==> config.mk <==
export PLATFORM = sky130hd
export DESIGN_NAME = rre_exec
export DESIGN_NICKNAME = d
export VERILOG_FILES = /design/src/include/rre_pkg.sv /design/src/logic/rre_rotate.sv /design/src/logic/rre_exec.sv
export SDC_FILE = /design/constraint.sdc
export NUM_CORES = 1
export LEC_CHECK = 0
export ABC_AREA = 1
export BUFFER_PORTS_ARGS = -buffer_cell sky130_fd_sc_hd__buf_4
export CAP_MARGIN = 25
export CELL_PAD_IN_SITES_DETAIL_PLACEMENT = 1
export CELL_PAD_IN_SITES_GLOBAL_PLACEMENT = 2
export CORE_UTILIZATION = 25
export CTS_BUF_LIST = sky130_fd_sc_hd__clkbuf_4 sky130_fd_sc_hd__clkbuf_8 sky130_fd_sc_hd__clkbuf_16
export CTS_CLUSTER_DIAMETER = 120
export DETAILED_ROUTE_END_ITERATION = 7
export PLACE_DENSITY = 0.76
export REMOVE_ABC_BUFFERS = 1
export SLEW_MARGIN = 0
export SYNTH_ARGS = -nofsm -noshare
export SYNTH_HDL_FRONTEND = slang
export SYNTH_SLANG_ARGS = --single-unit
==> constraint.sdc <==
create_clock -name clk_sys_in -period 1.77 [get_ports clk_sys_in]
set_input_delay 0 -clock clk_sys_in [delete_from_list [all_inputs] [get_ports clk_sys_in]]
set_output_delay 0 -clock clk_sys_in [all_outputs]
set_load 0.01 [all_outputs]
==> src/include/rre_pkg.sv <==
// rre_pkg: constants and types for the return and rotate execution block.
// assumes one core clock domain; opcodes come from the core decoder.
package rre_pkg;

  localparam int RRE_PC_W = 12;
  localparam int RRE_DATA_W = 8;
  localparam int RRE_ADDR_W = 8;

  // execution opcodes presented by the decoder
  typedef enum logic [2:0] {
    RRE_OP_NONE = 3'h0,
    RRE_OP_RETURN = 3'h1,
    RRE_OP_RETURN_IMM = 3'h2,
    RRE_OP_RETURN_INT = 3'h3,
    RRE_OP_ROTATE = 3'h4
  } rre_op_t;

  // gray-coded sequence: idle, rotate read, rotate write
  typedef enum logic [1:0] {
    RRE_ST_IDLE = 2'h0,
    RRE_ST_READ = 2'h1,
    RRE_ST_WRITE = 2'h3
  } rre_state_t;

  localparam logic RRE_GIE_RST = 1'b0;
  localparam logic RRE_GIE_ON = 1'b1;
  localparam logic [RRE_DATA_W-1:0] RRE_WREG_RST = 8'h00;
  localparam logic [RRE_PC_W-1:0] RRE_PC_RST = 12'h000;
  localparam logic [RRE_PC_W-1:0] RRE_VEC_RST = 12'h004;

endpackage : rre_pkg

==> src/logic/rre_rotate.sv <==
// rre_rotate: one-bit left rotate of a data byte.
// assumes a combinational use inside the execution block.
module rre_rotate #(
  parameter int W = 8
) (
  input wire logic [W-1:0] data_in, // operand byte
  output logic [W-1:0] data_out // rotated byte
);
  // bit i moves to bit i+1, top bit wraps to bit 0
  assign data_out = {data_in[W-2:0], data_in[W-1]};
endmodule : rre_rotate

==> src/logic/rre_exec.sv <==
// rre_exec: execution of subroutine return, return with immediate,
// return from interrupt and rotate-left of a data memory byte.
// assumes the stack pops in one cycle and memory reads answer next cycle.
// ***************************************************************
// Operation
// - return with immediate pops the stack into the program counter.
// - return with immediate loads its immediate into the working register.
// - return from interrupt pops the stack and sets global enable unless a request is pending.
// - global enable gates every interrupt source of the core, except a request pending at return from interrupt.
// - a pending request after return from interrupt is vectored first.
// - rotate left moves bit i to i+1 and bit 7 to bit 0.
// - neither return form changes any status flag.
// - plain return restores the counter and leaves flags unchanged.
// ***************************************************************
module rre_exec
  import rre_pkg::*;
#(
  parameter int PC_W = RRE_PC_W,
  parameter logic [RRE_PC_W-1:0] INT_VECTOR = RRE_VEC_RST
) (
  input wire logic clk_sys_in, // core clock, 25 MHz
  input wire logic sys_rst_in, // synchronous reset, active high
  input wire logic op_valid_in, // decoder presents an instruction
  input wire rre_op_t op_code_in, // instruction kind
  input wire logic [RRE_DATA_W-1:0] op_imm_in, // immediate operand
  input wire logic [RRE_ADDR_W-1:0] op_addr_in, // data memory address
  input wire logic [PC_W-1:0] stack_top_in, // top of return stack
  input wire logic [RRE_DATA_W-1:0] mem_rdata_in, // memory read data
  input wire logic int_req_in, // any interrupt source requesting
  input wire logic [RRE_DATA_W-1:0] status_in, // current status flags
  input wire logic gie_clr_in, // core clears global enable
  output logic op_ready_out, // block can take an instruction
  output logic stack_pop_out, // pop pulse to return stack
  output logic stack_push_out, // push pulse on vectoring
  output logic [PC_W-1:0] stack_wdata_out, // address pushed on vectoring
  output logic pc_load_out, // load pulse for program counter
  output logic [PC_W-1:0] pc_value_out, // new program counter
  output logic [RRE_DATA_W-1:0] working_register_out, // working register
  output logic global_interrupt_enable_out, // master interrupt enable
  output logic int_take_out, // interrupt accepted pulse
  output logic [RRE_DATA_W-1:0] status_out, // status flags written back
  output logic mem_rd_out, // memory read strobe
  output logic mem_wr_out, // memory write strobe
  output logic [RRE_ADDR_W-1:0] mem_addr_out, // memory address
  output logic [RRE_DATA_W-1:0] mem_wdata_out // memory write data
);

  typedef struct packed {
    rre_state_t st;
    logic gie;
    logic [RRE_DATA_W-1:0] wreg;
    logic [RRE_DATA_W-1:0] stat;
    logic [RRE_ADDR_W-1:0] addr;
    logic [RRE_DATA_W-1:0] wdata;
    logic rd;
    logic wr;
    logic pop;
    logic push;
    logic take;
    logic pcld;
    logic [PC_W-1:0] pc;
    logic [PC_W-1:0] back_pc;
  } rre_regs_t;

  rre_regs_t q_r;
  rre_regs_t q_nxt;
  logic [RRE_DATA_W-1:0] rot_w;
  logic int_gate_w;

  rre_rotate #(.W(RRE_DATA_W)) u_rot (
    .data_in(mem_rdata_in),
    .data_out(rot_w)
  );

  // ***************************************************************
  // interrupt gating
  // ***************************************************************
  assign int_gate_w = int_req_in && q_r.gie;

  always_comb begin
    q_nxt = q_r;
    q_nxt.rd = 1'b0;
    q_nxt.wr = 1'b0;
    q_nxt.pop = 1'b0;
    q_nxt.push = 1'b0;
    q_nxt.take = 1'b0;
    q_nxt.pcld = 1'b0;
    q_nxt.stat = status_in;
    if (gie_clr_in) begin
      q_nxt.gie = RRE_GIE_RST;
    end
    case (q_r.st)
      RRE_ST_IDLE: begin
        if (op_valid_in && !q_r.pop) begin
          case (op_code_in)
            RRE_OP_RETURN: begin
              q_nxt.pop = 1'b1;
              q_nxt.pcld = 1'b1;
              q_nxt.pc = stack_top_in;
            end
            RRE_OP_RETURN_IMM: begin
              q_nxt.pop = 1'b1;
              q_nxt.pcld = 1'b1;
              q_nxt.pc = stack_top_in;
              q_nxt.wreg = op_imm_in;
            end
            RRE_OP_RETURN_INT: begin
              q_nxt.pop = 1'b1;
              q_nxt.gie = RRE_GIE_ON;
              if (int_req_in) begin
                // pending request: keep popped address, go to vector
                q_nxt.push = 1'b1;
                q_nxt.take = 1'b1;
                q_nxt.back_pc = stack_top_in;
                q_nxt.gie = RRE_GIE_RST;
                q_nxt.pc = INT_VECTOR;
              end else begin
                q_nxt.pc = stack_top_in;
              end
              q_nxt.pcld = 1'b1;
            end
            RRE_OP_ROTATE: begin
              q_nxt.rd = 1'b1;
              q_nxt.addr = op_addr_in;
              q_nxt.st = RRE_ST_READ;
            end
            default: begin
            end
          endcase
        end else if (int_gate_w && !op_valid_in) begin
          q_nxt.take = 1'b1;
          q_nxt.gie = RRE_GIE_RST;
        end
      end
      RRE_ST_READ: begin
        q_nxt.st = RRE_ST_WRITE;
      end
      RRE_ST_WRITE: begin
        q_nxt.wr = 1'b1;
        q_nxt.wdata = rot_w;
        q_nxt.st = RRE_ST_IDLE;
      end
      default: begin
        q_nxt.st = RRE_ST_IDLE;
      end
    endcase
  end

  always_ff @(posedge clk_sys_in) begin
    if (sys_rst_in) begin
      q_r <= '{st: RRE_ST_IDLE, gie: RRE_GIE_RST, wreg: RRE_WREG_RST,
               stat: RRE_WREG_RST, addr: '0, wdata: RRE_WREG_RST, rd: 1'b0,
               wr: 1'b0, pop: 1'b0, push: 1'b0, take: 1'b0, pcld: 1'b0,
               pc: RRE_PC_RST, back_pc: RRE_PC_RST};
    end else begin
      q_r <= q_nxt;
    end
  end

  // a pop reaches the stack one edge late: hold off the next return until the top is fresh
  assign op_ready_out = (q_r.st == RRE_ST_IDLE) && !q_r.pop;
  assign stack_pop_out = q_r.pop;
  assign stack_push_out = q_r.push;
  assign stack_wdata_out = q_r.back_pc;
  assign pc_load_out = q_r.pcld;
  assign pc_value_out = q_r.pc;
  assign working_register_out = q_r.wreg;
  assign global_interrupt_enable_out = q_r.gie;
  assign int_take_out = q_r.take;
  assign status_out = q_r.stat;
  assign mem_rd_out = q_r.rd;
  assign mem_wr_out = q_r.wr;
  assign mem_addr_out = q_r.addr;
  assign mem_wdata_out = q_r.wdata;

  // ***************************************************************
  // assertions
  // ***************************************************************
  logic idle_w;
  assign idle_w = op_ready_out && op_valid_in;

  property p_return_imm_pop;
    @(posedge clk_sys_in) disable iff (sys_rst_in)
    idle_w && op_code_in == RRE_OP_RETURN_IMM |=> stack_pop_out && pc_load_out
      && pc_value_out == $past(stack_top_in);
  endproperty
  a_return_imm_pop: assert property (p_return_imm_pop) else $error("return imm pc");

  property p_return_imm_wreg;
    @(posedge clk_sys_in) disable iff (sys_rst_in)
    idle_w && op_code_in == RRE_OP_RETURN_IMM |=> working_register_out == $past(op_imm_in);
  endproperty
  a_return_imm_wreg: assert property (p_return_imm_wreg) else $error("imm load");

  // a clear in the same cycle must lose against the set
  property p_return_int_gie;
    @(posedge clk_sys_in) disable iff (sys_rst_in)
    idle_w && op_code_in == RRE_OP_RETURN_INT && !int_req_in
      |=> stack_pop_out && global_interrupt_enable_out && pc_value_out == $past(stack_top_in);
  endproperty
  a_return_int_gie: assert property (p_return_int_gie) else $error("enable not set");

  property p_gate;
    @(posedge clk_sys_in) disable iff (sys_rst_in)
    int_take_out |-> $past(int_req_in)
      && ($past(global_interrupt_enable_out) || stack_push_out);
  endproperty
  a_gate: assert property (p_gate) else $error("ungated take");

  property p_return_int_pend;
    @(posedge clk_sys_in) disable iff (sys_rst_in)
    idle_w && op_code_in == RRE_OP_RETURN_INT && int_req_in
      |=> int_take_out && stack_push_out && pc_value_out == INT_VECTOR
      && stack_wdata_out == $past(stack_top_in);
  endproperty
  a_return_int_pend: assert property (p_return_int_pend) else $error("pending vector");

  property p_rotate;
    @(posedge clk_sys_in) disable iff (sys_rst_in)
    idle_w && op_code_in == RRE_OP_ROTATE ##2 1'b1 |=> mem_wr_out
      && mem_wdata_out == {$past(mem_rdata_in[6:0]), $past(mem_rdata_in[7])};
  endproperty
  a_rotate: assert property (p_rotate) else $error("rotate data");

  property p_flags;
    @(posedge clk_sys_in) disable iff (sys_rst_in)
    idle_w && op_code_in inside {RRE_OP_RETURN_INT, RRE_OP_RETURN_IMM}
      |=> status_out == $past(status_in);
  endproperty
  a_flags: assert property (p_flags) else $error("flags changed");

  property p_return;
    @(posedge clk_sys_in) disable iff (sys_rst_in)
    idle_w && op_code_in == RRE_OP_RETURN |=> pc_load_out
      && pc_value_out == $past(stack_top_in) && status_out == $past(status_in);
  endproperty
  a_return: assert property (p_return) else $error("plain return");

  property p_same_addr;
    @(posedge clk_sys_in) disable iff (sys_rst_in)
    idle_w && op_code_in == RRE_OP_ROTATE |=> mem_rd_out ##2 mem_wr_out
      && mem_addr_out == $past(op_addr_in, 3);
  endproperty
  a_same_addr: assert property (p_same_addr) else $error("rotate address");

  c_return_imm: cover property (@(posedge clk_sys_in) idle_w
    && op_code_in == RRE_OP_RETURN_IMM);
  c_return_int_pend: cover property (@(posedge clk_sys_in) idle_w
    && op_code_in == RRE_OP_RETURN_INT && int_req_in);
  c_rotate: cover property (@(posedge clk_sys_in) mem_wr_out);

endmodule : rre_exec

Yosys cells after proc, flatten, opt, wreduce, memory -nomap -nowiden
Index checks and enable logic that the tools add are counted.
{"block": "op_classes", "n_eq_ne": 8, "n_mux": 20, "n_bitwise": 3, "reduce_logical": 18}
{"cell": "$pmux W13 S2", "n": 1}
{"cell": "$mux W8", "n": 2}
{"cell": "$mux W12", "n": 1}
{"cell": "$mux W1", "n": 11}
{"cell": "$mux W9", "n": 1}
{"cell": "$reduce_and A3 Y1", "n": 3}
{"cell": "$eq A3 B2 Y1 const B", "n": 2}
{"cell": "$mux W2", "n": 3}
{"cell": "$reduce_or A3 Y1", "n": 2}
{"cell": "$logic_and A1 B1 Y1", "n": 4}
{"cell": "$pmux W2 S2", "n": 1}
{"cell": "$reduce_and A4 Y1", "n": 1}
{"cell": "$reduce_or A2 Y1", "n": 2}
{"cell": "$reduce_or A4 Y1", "n": 1}
{"cell": "$eq A3 B1 Y1 const B", "n": 1}
{"cell": "$eq A3 B3 Y1 const B", "n": 1}
{"cell": "$not A1 Y1", "n": 3}
{"cell": "$eq A2 B1 Y1 const B", "n": 1}
{"cell": "$eq A2 B2 Y1 const B", "n": 1}
{"cell": "$logic_not A1 Y1", "n": 2}
{"cell": "$logic_not A2 Y1", "n": 1}
{"cell": "$ne A2 B1 Y1 const B", "n": 1}
{"cell": "$ne A2 B2 Y1 const B", "n": 1}
{"cell": "$reduce_and A2 Y1", "n": 1}
{"cell": "$reduce_bool A2 Y1", "n": 1}
{"block": "word_totals", "regBits": 65}

Depth between registers and ports, before layout
Gate-level depths: netlist of run 1.
{"block": "depth", "ltp_word": 5, "depth_mapped": 9}

Modules after synthesis
From an unflattened synthesis of run 1, not the netlist that was laid out.
{"block": "hier_totals", "hier_cells": 386, "hier_area_um2": 2895.3}
{"mod": "rre_exec", "n_inst": 1, "cells_each": 378, "area_per_inst_um2": 2835.2, "seq_area_each_um2": 1301.2}
{"mod": "rre_rotate", "n_inst": 1, "cells_each": 8, "area_per_inst_um2": 60.1, "seq_area_each_um2": 0.0}

Least setup slack after synthesis of run 1
Ideal clock, no wire load.
{"block": "synth_timing", "path_kind": "register -> register", "from": "register q_r (netlist bit stack_pop_out)", "to": "register q_r (netlist bit pc_value_out[2])", "setup_ps": 117, "arrival_ps": 1129, "slack_ps": 524, "path_stages_with_launch": 8, "n_path_buf": 1, "synth_period_minus_slack_ps": 1246, "cell_sequence": "dfxtp_1 -> nor2_1 -> nand2_2 -> nor2_2 -> inv_2 -> buf_2 -> nor3_2 -> nor2_1"}
{"block": "synth_between", "elab_chain_len": 3}
{"item": "start, declared", "line_no": "rre_exec.sv:65", "source": "rre_regs_t q_r;"}
{"item": "start signal, assigned", "line_no": "rre_exec.sv:151", "source": "q_r <= '{st: RRE_ST_IDLE, gie: RRE_GIE_RST, wreg: RRE_WREG_RST,"}
{"item": "start signal, assigned", "line_no": "rre_exec.sv:156", "source": "q_r <= q_nxt;"}
{"item": "$logic_not A1 Y1", "line_no": "rre_exec.sv:94", "source": "if (op_valid_in && !q_r.pop) begin"}
{"item": "$logic_and A1 B1 Y1", "line_no": "rre_exec.sv:94"}
{"item": "$reduce_and A3 Y1 (no line)"}
Every way passes these cells.
A chain may end at the register's enable or synchronous reset.

Final worst setup path of run 1
{"block": "layout_timing", "from": "register q_r[64] in the netlist's numbering", "to": "register q_r (netlist bit int_take_out)"}
{"block": "layout_between", "elab_chain_len": 3}
{"item": "$logic_not A2 Y1", "line_no": "rre_exec.sv:92", "source": "case (q_r.st)"}
{"item": "$not A1 Y1 (no line)"}
{"item": "$reduce_or A2 Y1 (no line)"}
Every way passes these cells.

==> impl_metrics.yaml, run 1 <==
global_routing:
  grt_usage_pct: 15.36
  grt_pass1_wl_um: 13600
  grt_max_degree: 28
  antenna_found_initial: 0
  grt_pass1_vias: 2719
  gr-total-overflow: 0
placement:
  dp_worst_setup_slack_ns: 0.3015
  portBuffers: 115
  dp.cells: 568
  dp_hpwl_um: 5852
  dpl_cell_area_mm2: 0.003418
  gp_congestion: 0.6752
floorplanning:
  fp.coreArea_mm2: 0.01094
  fp-row-count: 38
  pin_count: 116
  die_w_um: 108.5
  dieArea_mm2: 0.01177
  die_y_um: 108.5
  start_util_pct: 25.93
detailed_routing:
  wirelength_um: 8684
  drc: 0
  vias_per_cell: 4.244
  drt_iter0_drc: 45
  wl_met2_um: 4543
  highest_layer: "met4"
  via_count: 2674
  wl_met1_um: 3524
  detail_route.first_pass.iterations: 4
  wl_met3_um: 361
  drtAntennaViolNets: 0
  wl_per_cell_um: 13.78
timing:
  worst_pin_slew_ns: 0.4537
  max_freq_mhz: 623.8
  worst_hold_slack_ns: 0.05024
  setup_viol: 0
  rsz0062_at_grt: "no"
  setup_slack_ns: 0.1669
  fin_crit_sh_pct: 90.57
  maxSlewViolCount: 0
  relSlewSlack_pct: 69.68
  setup_tns_ns: 0
  finalHoldViolations: 0
  period_minus_slack_ns: 1.603
  skew_ns: 0.003420
power_and_ir_drop:
  switchingPower_mw: 0.8424
  intPower_mw: 2.892
  finalPower_mw: 3.734
  p_per_area_mw_per_mm2: 893.3
  power_leakage_nw: 2.036
  p_clk_share_pct: 48.4
  switching_share_pct: 22.56
  irDropWorstVdd_mv: 0.3129
  combPwrFrac_pct: 10.9
  p_seq_share_pct: 40.7
synthesis:
  synthDistinctLibCells: 20
  synth_seq_area_share_pct: 45.90
  synth_top_family_by_area: "simple AND/OR/NAND/NOR gates"
  synth_compound_area_share_pct: 7.458
  synthesis.area_mm2: 0.002835
  synth.area.top_cells: "dfxtp_1 (46%), buf_4 (15%), nand2_1 (9.7%), nor2_1 (9.1%), o21ai_0 (4.9%)"
  syn_area_per_cell_um2: 7.501
  synth_mux_area_share_pct: 0
  synth_xor_area_share_pct: 0
  synth_warnings: 0
  synthAdderAreaFrac_pct: 0
  synth-seq-cells: 65
  synth-simple-area-share_pct: 25.95
  syn_inst: 378
  yosysTopAreaCellShare_pct: 45.90
  yosysTopAreaCell: "dfxtp_1"
worst_setup_path:
  cp.required_ns: 2.04
  startpoint_type: "register"
  crit_type: "reg2reg"
  endpoint_kind: "register"
  cp_max_fo: 4
  cp.arrival_ns: 1.87
  ff2ff_setup_slack_ns: 0.17
clock_network:
  cts_root_buffer: "clkbuf_16"
  clock_sink_count: 65
  clk_pin_slew_worst_paths_ns: 0.05
  clk_latency_ns: 0.33
  cts_max_level: 3
  cts_made_buffers: 9
  cts_tree: "built"
  cts_resized: 0
  clock_path_buffers: 2
finish:
  areaGrowthSynthToFinish_pct: 47.44
  final_nets: 537
  post-route-util_pct: 38.23
  layout_commonest_cell: "buf_4"
  final_cell_mix: "buf_4 (120), nand2_1 (73), nor2_1 (69)"
  antenna_cells: 0
  drive_above_1_share_pct: 30.61
  fin_area_mm2: 0.004180
  layout.cells.non_filler: 630
outcome:
  outcome: "finished, final reports clean"
job:
  drv_cap: 0
hold_path:
  hp-class: "in2reg"
[worst paths after layout]
check,startpoint,end,cells after the start
hold / removal,sys_rst_in,mem_wr_out,2
hold reg to reg,pc_value_out[5],pc_value_out[5],2
setup reg to reg,q_r[64],int_take_out,6
setup / recovery,q_r[64],int_take_out,6
[final cells by class]
cell class              instances  area (um^2)
fillers                      1333         6755
repair buffers                166         1361
flip-flops and latches         65         1301
multi-input cells             218        947.2
clock buffers                  13        261.5
well taps                     140        175.2
inverters                      25        93.84
clock inverters                 3        40.04
[synthesized netlist by cell type, drive strengths merged]
library cell and number:
nand2 74, nor2 74, buf 66, dfxtp 65, o21ai 28, nand3 27
inv 25, a21oi 11, clkbuf 4, nor3 2, o221ai 1, o31ai 1
[worst max-delay path: stages (launching register included)]
cell           delay (ns)
dfxtp_1              0.33
nor2_1               0.18
nand2_2              0.15
nor2_4               0.15
nand3_2              0.09
o31ai_1              0.07
dlygate4sd3_1        0.57
[layer usage]
layer / GRT usage (%) / up-vias
met5: 0 / -
met4: 8.591 / 0
met3: 2.712 / 19
met2: 27.62 / 70
met1: 16.93 / 1247
li1: - / 1338
[cells by family after synthesis]
logic type	Yosys count
DFF	65
AOI/OAI and AO/OA	41
buffers and inverters	95
and+or+nand+nor	177
[sequential cells by signal (all words and copies together), names as in the netlist, 2 cells and up]
register	cells
q_r	2
mem_wdata_out	8
status_out	8
working_register_out	8
pc_value_out	12
mem_addr_out	8
stack_wdata_out	12
[timing repair]
| item | CTS | global route |
|---|---|---|
| hold buffers | 46 | 0 |
| hold endpoints to repair | 46 | 0 |
| buffers inserted | 0 | 0 |
[power by group through the flow]
stage | clock network, mW | registers, mW | logic [mW]
detailed placement | 0 | 1.55 | 0.327
global placement | 0 | 1.55 | 0.320
finish | 1.81 | 1.52 | 0.405
global route | 1.92 | 1.52 | 0.445
floorplan | 0 | 1.56 | 0.0965
CTS | 1.86 | 1.52 | 0.409
(Power assumes the default switching activity.)
==> run 2: changes to the inputs <==
CELL_PAD_IN_SITES_DETAIL_PLACEMENT = 0   (was 1)
CORE_UTILIZATION = 26   (was 25)
PLACE_DENSITY = 0.78   (was 0.76)
SYNTH_HIERARCHICAL = 1   (was not set)
==> run 2 against run 1 <==
  * Clock skew rose by 0.0061 ns
  * Sequential cell count is the same
  * Cell area decreased by 2.3%
  * Wire length decreased by 11%
  * Area after synthesis up 2.1%
  * Final cell count increased by 0.16%
  * Fmax rose by 3.4%
  * Setup slack improved by 0.052 ns
  * Clock power is 30% lower
  * Synthesized cell count up 2.1%
  * Critical path type unchanged
  * Critical endpoint unchanged
  * Register-to-register slack improved by 0.05 ns
==> impl_metrics.yaml, run 2 <==
worst_setup_path:
  startpoint_type: "register"
  cp.arrival_ns: 1.84
  cp.required_ns: 2.06
  cp_max_fo: 4
  endpoint_kind: "register"
  reg2reg_depth: 6
  r2r_start: "stack_pop_out"
  worstSetupStartpoint: "stack_pop_out"
  worstReg2RegEnd: "int_take_out"
  ff2ff_setup_slack_ns: 0.22
  crit_type: "reg2reg"
hold_path:
  hp-class: "in2reg"
  min_to: "pc_load_out"
  min_path_cells: 2
  min_from: "sys_rst_in"
synthesis:
  synth.area.top_cells: "dfxtp_1 (45%), buf_4 (17%), nand2_1 (9.5%), nor2_1 (8.9%), o21ai_0 (4.8%)"
  yosysTopAreaCell: "dfxtp_1"
  synth_common_cells: "nand2_1 (73), nor2_1 (69), buf_4 (65), dfxtp_1 (65), o21ai_0 (28)"
  synthesis.area_mm2: 0.002895
  synth_edf_count: 0
  synth-async-reset-ratio_pct: 0
  yosysMostFrequentCell: "nand2_1"
  syn_area_per_cell_um2: 7.501
  synth_warnings: 6
  syn_inst: 386
  synthDistinctLibCells: 20
  yosysTopAreaCellShare_pct: 44.94
  synth-seq-cells: 65
  synth_seq_area_share_pct: 44.94
  synth-main-ff-cell: "dfxtp_1"
placement:
  gp_congestion: 0.6980
  dp_hpwl_um: 5209
  dp_worst_setup_slack_ns: 0.2980
  portBuffers: 115
finish:
  areaGrowthSynthToFinish_pct: 41.05
  final_nets: 538
  final_cell_mix: "buf_4 (120), nand2_1 (73), nor2_1 (69)"
  drive_above_1_share_pct: 30.55
  layout_commonest_cell: "buf_4"
  antenna_cells: 0
power_and_ir_drop:
  p_seq_share_pct: 47.5
  combPwrFrac_pct: 12.5
  p_per_area_mw_per_mm2: 781.3
  finalPower_mw: 3.191
  power_leakage_nw: 1.988
  switchingPower_mw: 0.7926
  intPower_mw: 2.398
  switching_share_pct: 24.84
  irDropWorstVdd_mv: 0.3258
  p_clk_share_pct: 39.9
detailed_routing:
  drtAntennaViolNets: 0
  vias_per_cell: 4.120
  detail_route.first_pass.iterations: 4
  drc: 0
  wl_per_cell_um: 12.23
  drt_iter0_drc: 53
  wirelength_um: 7715
  via_count: 2600
clock_network:
  clock_sink_count: 65
  clk_pin_slew_worst_paths_ns: 0.07
  clk_latency_ns: 0.35
  clock_path_buffers: 2
  cts_root_buffer: "clkbuf_8"
  cts_tree: "built"
  postCtsSetupRepairBufs: 0
  cts_made_buffers: 9
  cts_max_level: 3
  cts_resized: 0
outcome:
  outcome: "finished, final reports clean"
floorplanning:
  start_util_pct: 26.71
  die_y_um: 107.5
  fp-row-count: 38
  dieArea_mm2: 0.01156
  fp.coreArea_mm2: 0.01084
  pin_count: 116
  die_w_um: 107.5
timing:
  relSlewSlack_pct: 70.45
  finalHoldViolations: 0
  period_minus_slack_ns: 1.551
  setup_tns_ns: 0
  worst_pin_slew_ns: 0.4422
  worst_hold_slack_ns: 0.02142
  skew_ns: 0.009502
  max_freq_mhz: 644.7
  setup_viol: 0
  fin_crit_sh_pct: 87.63
  setup_slack_ns: 0.2190
  maxSlewViolCount: 0
  rsz0062_at_grt: "no"
global_routing:
  grt_pass1_vias: 2460
  grt_usage_pct: 13.59
  antenna_found_initial: 0
  gr-total-overflow: 0
  grt_max_degree: 28
  grt_pass1_wl_um: 11950
job:
  drv_cap: 0
run 2: cell count changes after synthesis:
cell   delta
buf_4     +8
run 2: per-layer routing:
metal,wire (um),global-route usage [%]
met3,313,3.632
met2,3928,23.08
met5,0,0
met1,3372,15.90
met4,102,6.164
run 2: timing repair:
| item | 4_1_cts | 5_1_grt |
|---|---|---|
| endpoints found under the setup margin | 0 | 0 |
| endpoints found under the hold margin | 47 | 0 |
| hold buffers | 47 | 0 |
run 2: kinds of logic (layout without fill, tap and decap cells):
family / count (synthesis) / count (layout) / share of synthesized area, %
and+or+nand+nor: 177 / 177 / 25.41
buffers and inverters: 103 / 208 / 22.34
DFF: 65 / 65 / 44.94
AOI/OAI and AO/OA: 41 / 41 / 7.303
run 2: final cells by class:
class	count	area, um^2
Inverter	25	93.84
Timing Repair Buffer	167	1371
Multi-Input combinational cell	218	947.2
Clock inverter	6	57.56
Tap cell	140	175.2
Fill cell	1166	6756
Clock buffer	10	137.6
Sequential cell	65	1301
run 2: how the worst max path moves through the flow:
| stage | endpoint | slack (ns) | cells after the start |
|---|---|---|---|
| after global routing | int_take_out | 0.13 | 6 |
| after detailed placement | mem_addr_out[6] | 0.30 | 6 |
| final | int_take_out | 0.22 | 6 |
| after floorplan | pc_value_out[2] | 0.40 | 6 |
| after CTS | int_take_out | 0.20 | 6 |
| after global placement | mem_addr_out[1] | 0.32 | 6 |
run 2: metrics by stage:
step	instances	util, %	cell area (um^2)
floorplan	308	-	2342
global placement	568	31.53	3418
detailed placement	568	31.53	3418
CTS	631	37.67	4084
global route	631	37.67	4084
finish	631	37.67	4084
run 2: worst max-delay path: stages, from the launching register on:
cell and delay [ns]:
dfxtp_1 0.33, nor2_1 0.17, nand2_2 0.13, nor2_4 0.14, nand3_2 0.08, o31ai_1 0.08
dlygate4sd3_1 0.56
run 2: power groups by stage:
stage	clock, mW	sequential (mW)	combinational (mW)
floorplan	0	1.56	0.0965
global placement	0	1.55	0.319
detailed placement	0	1.55	0.320
CTS	1.32	1.52	0.402
global route	1.40	1.52	0.438
finish	1.27	1.52	0.400
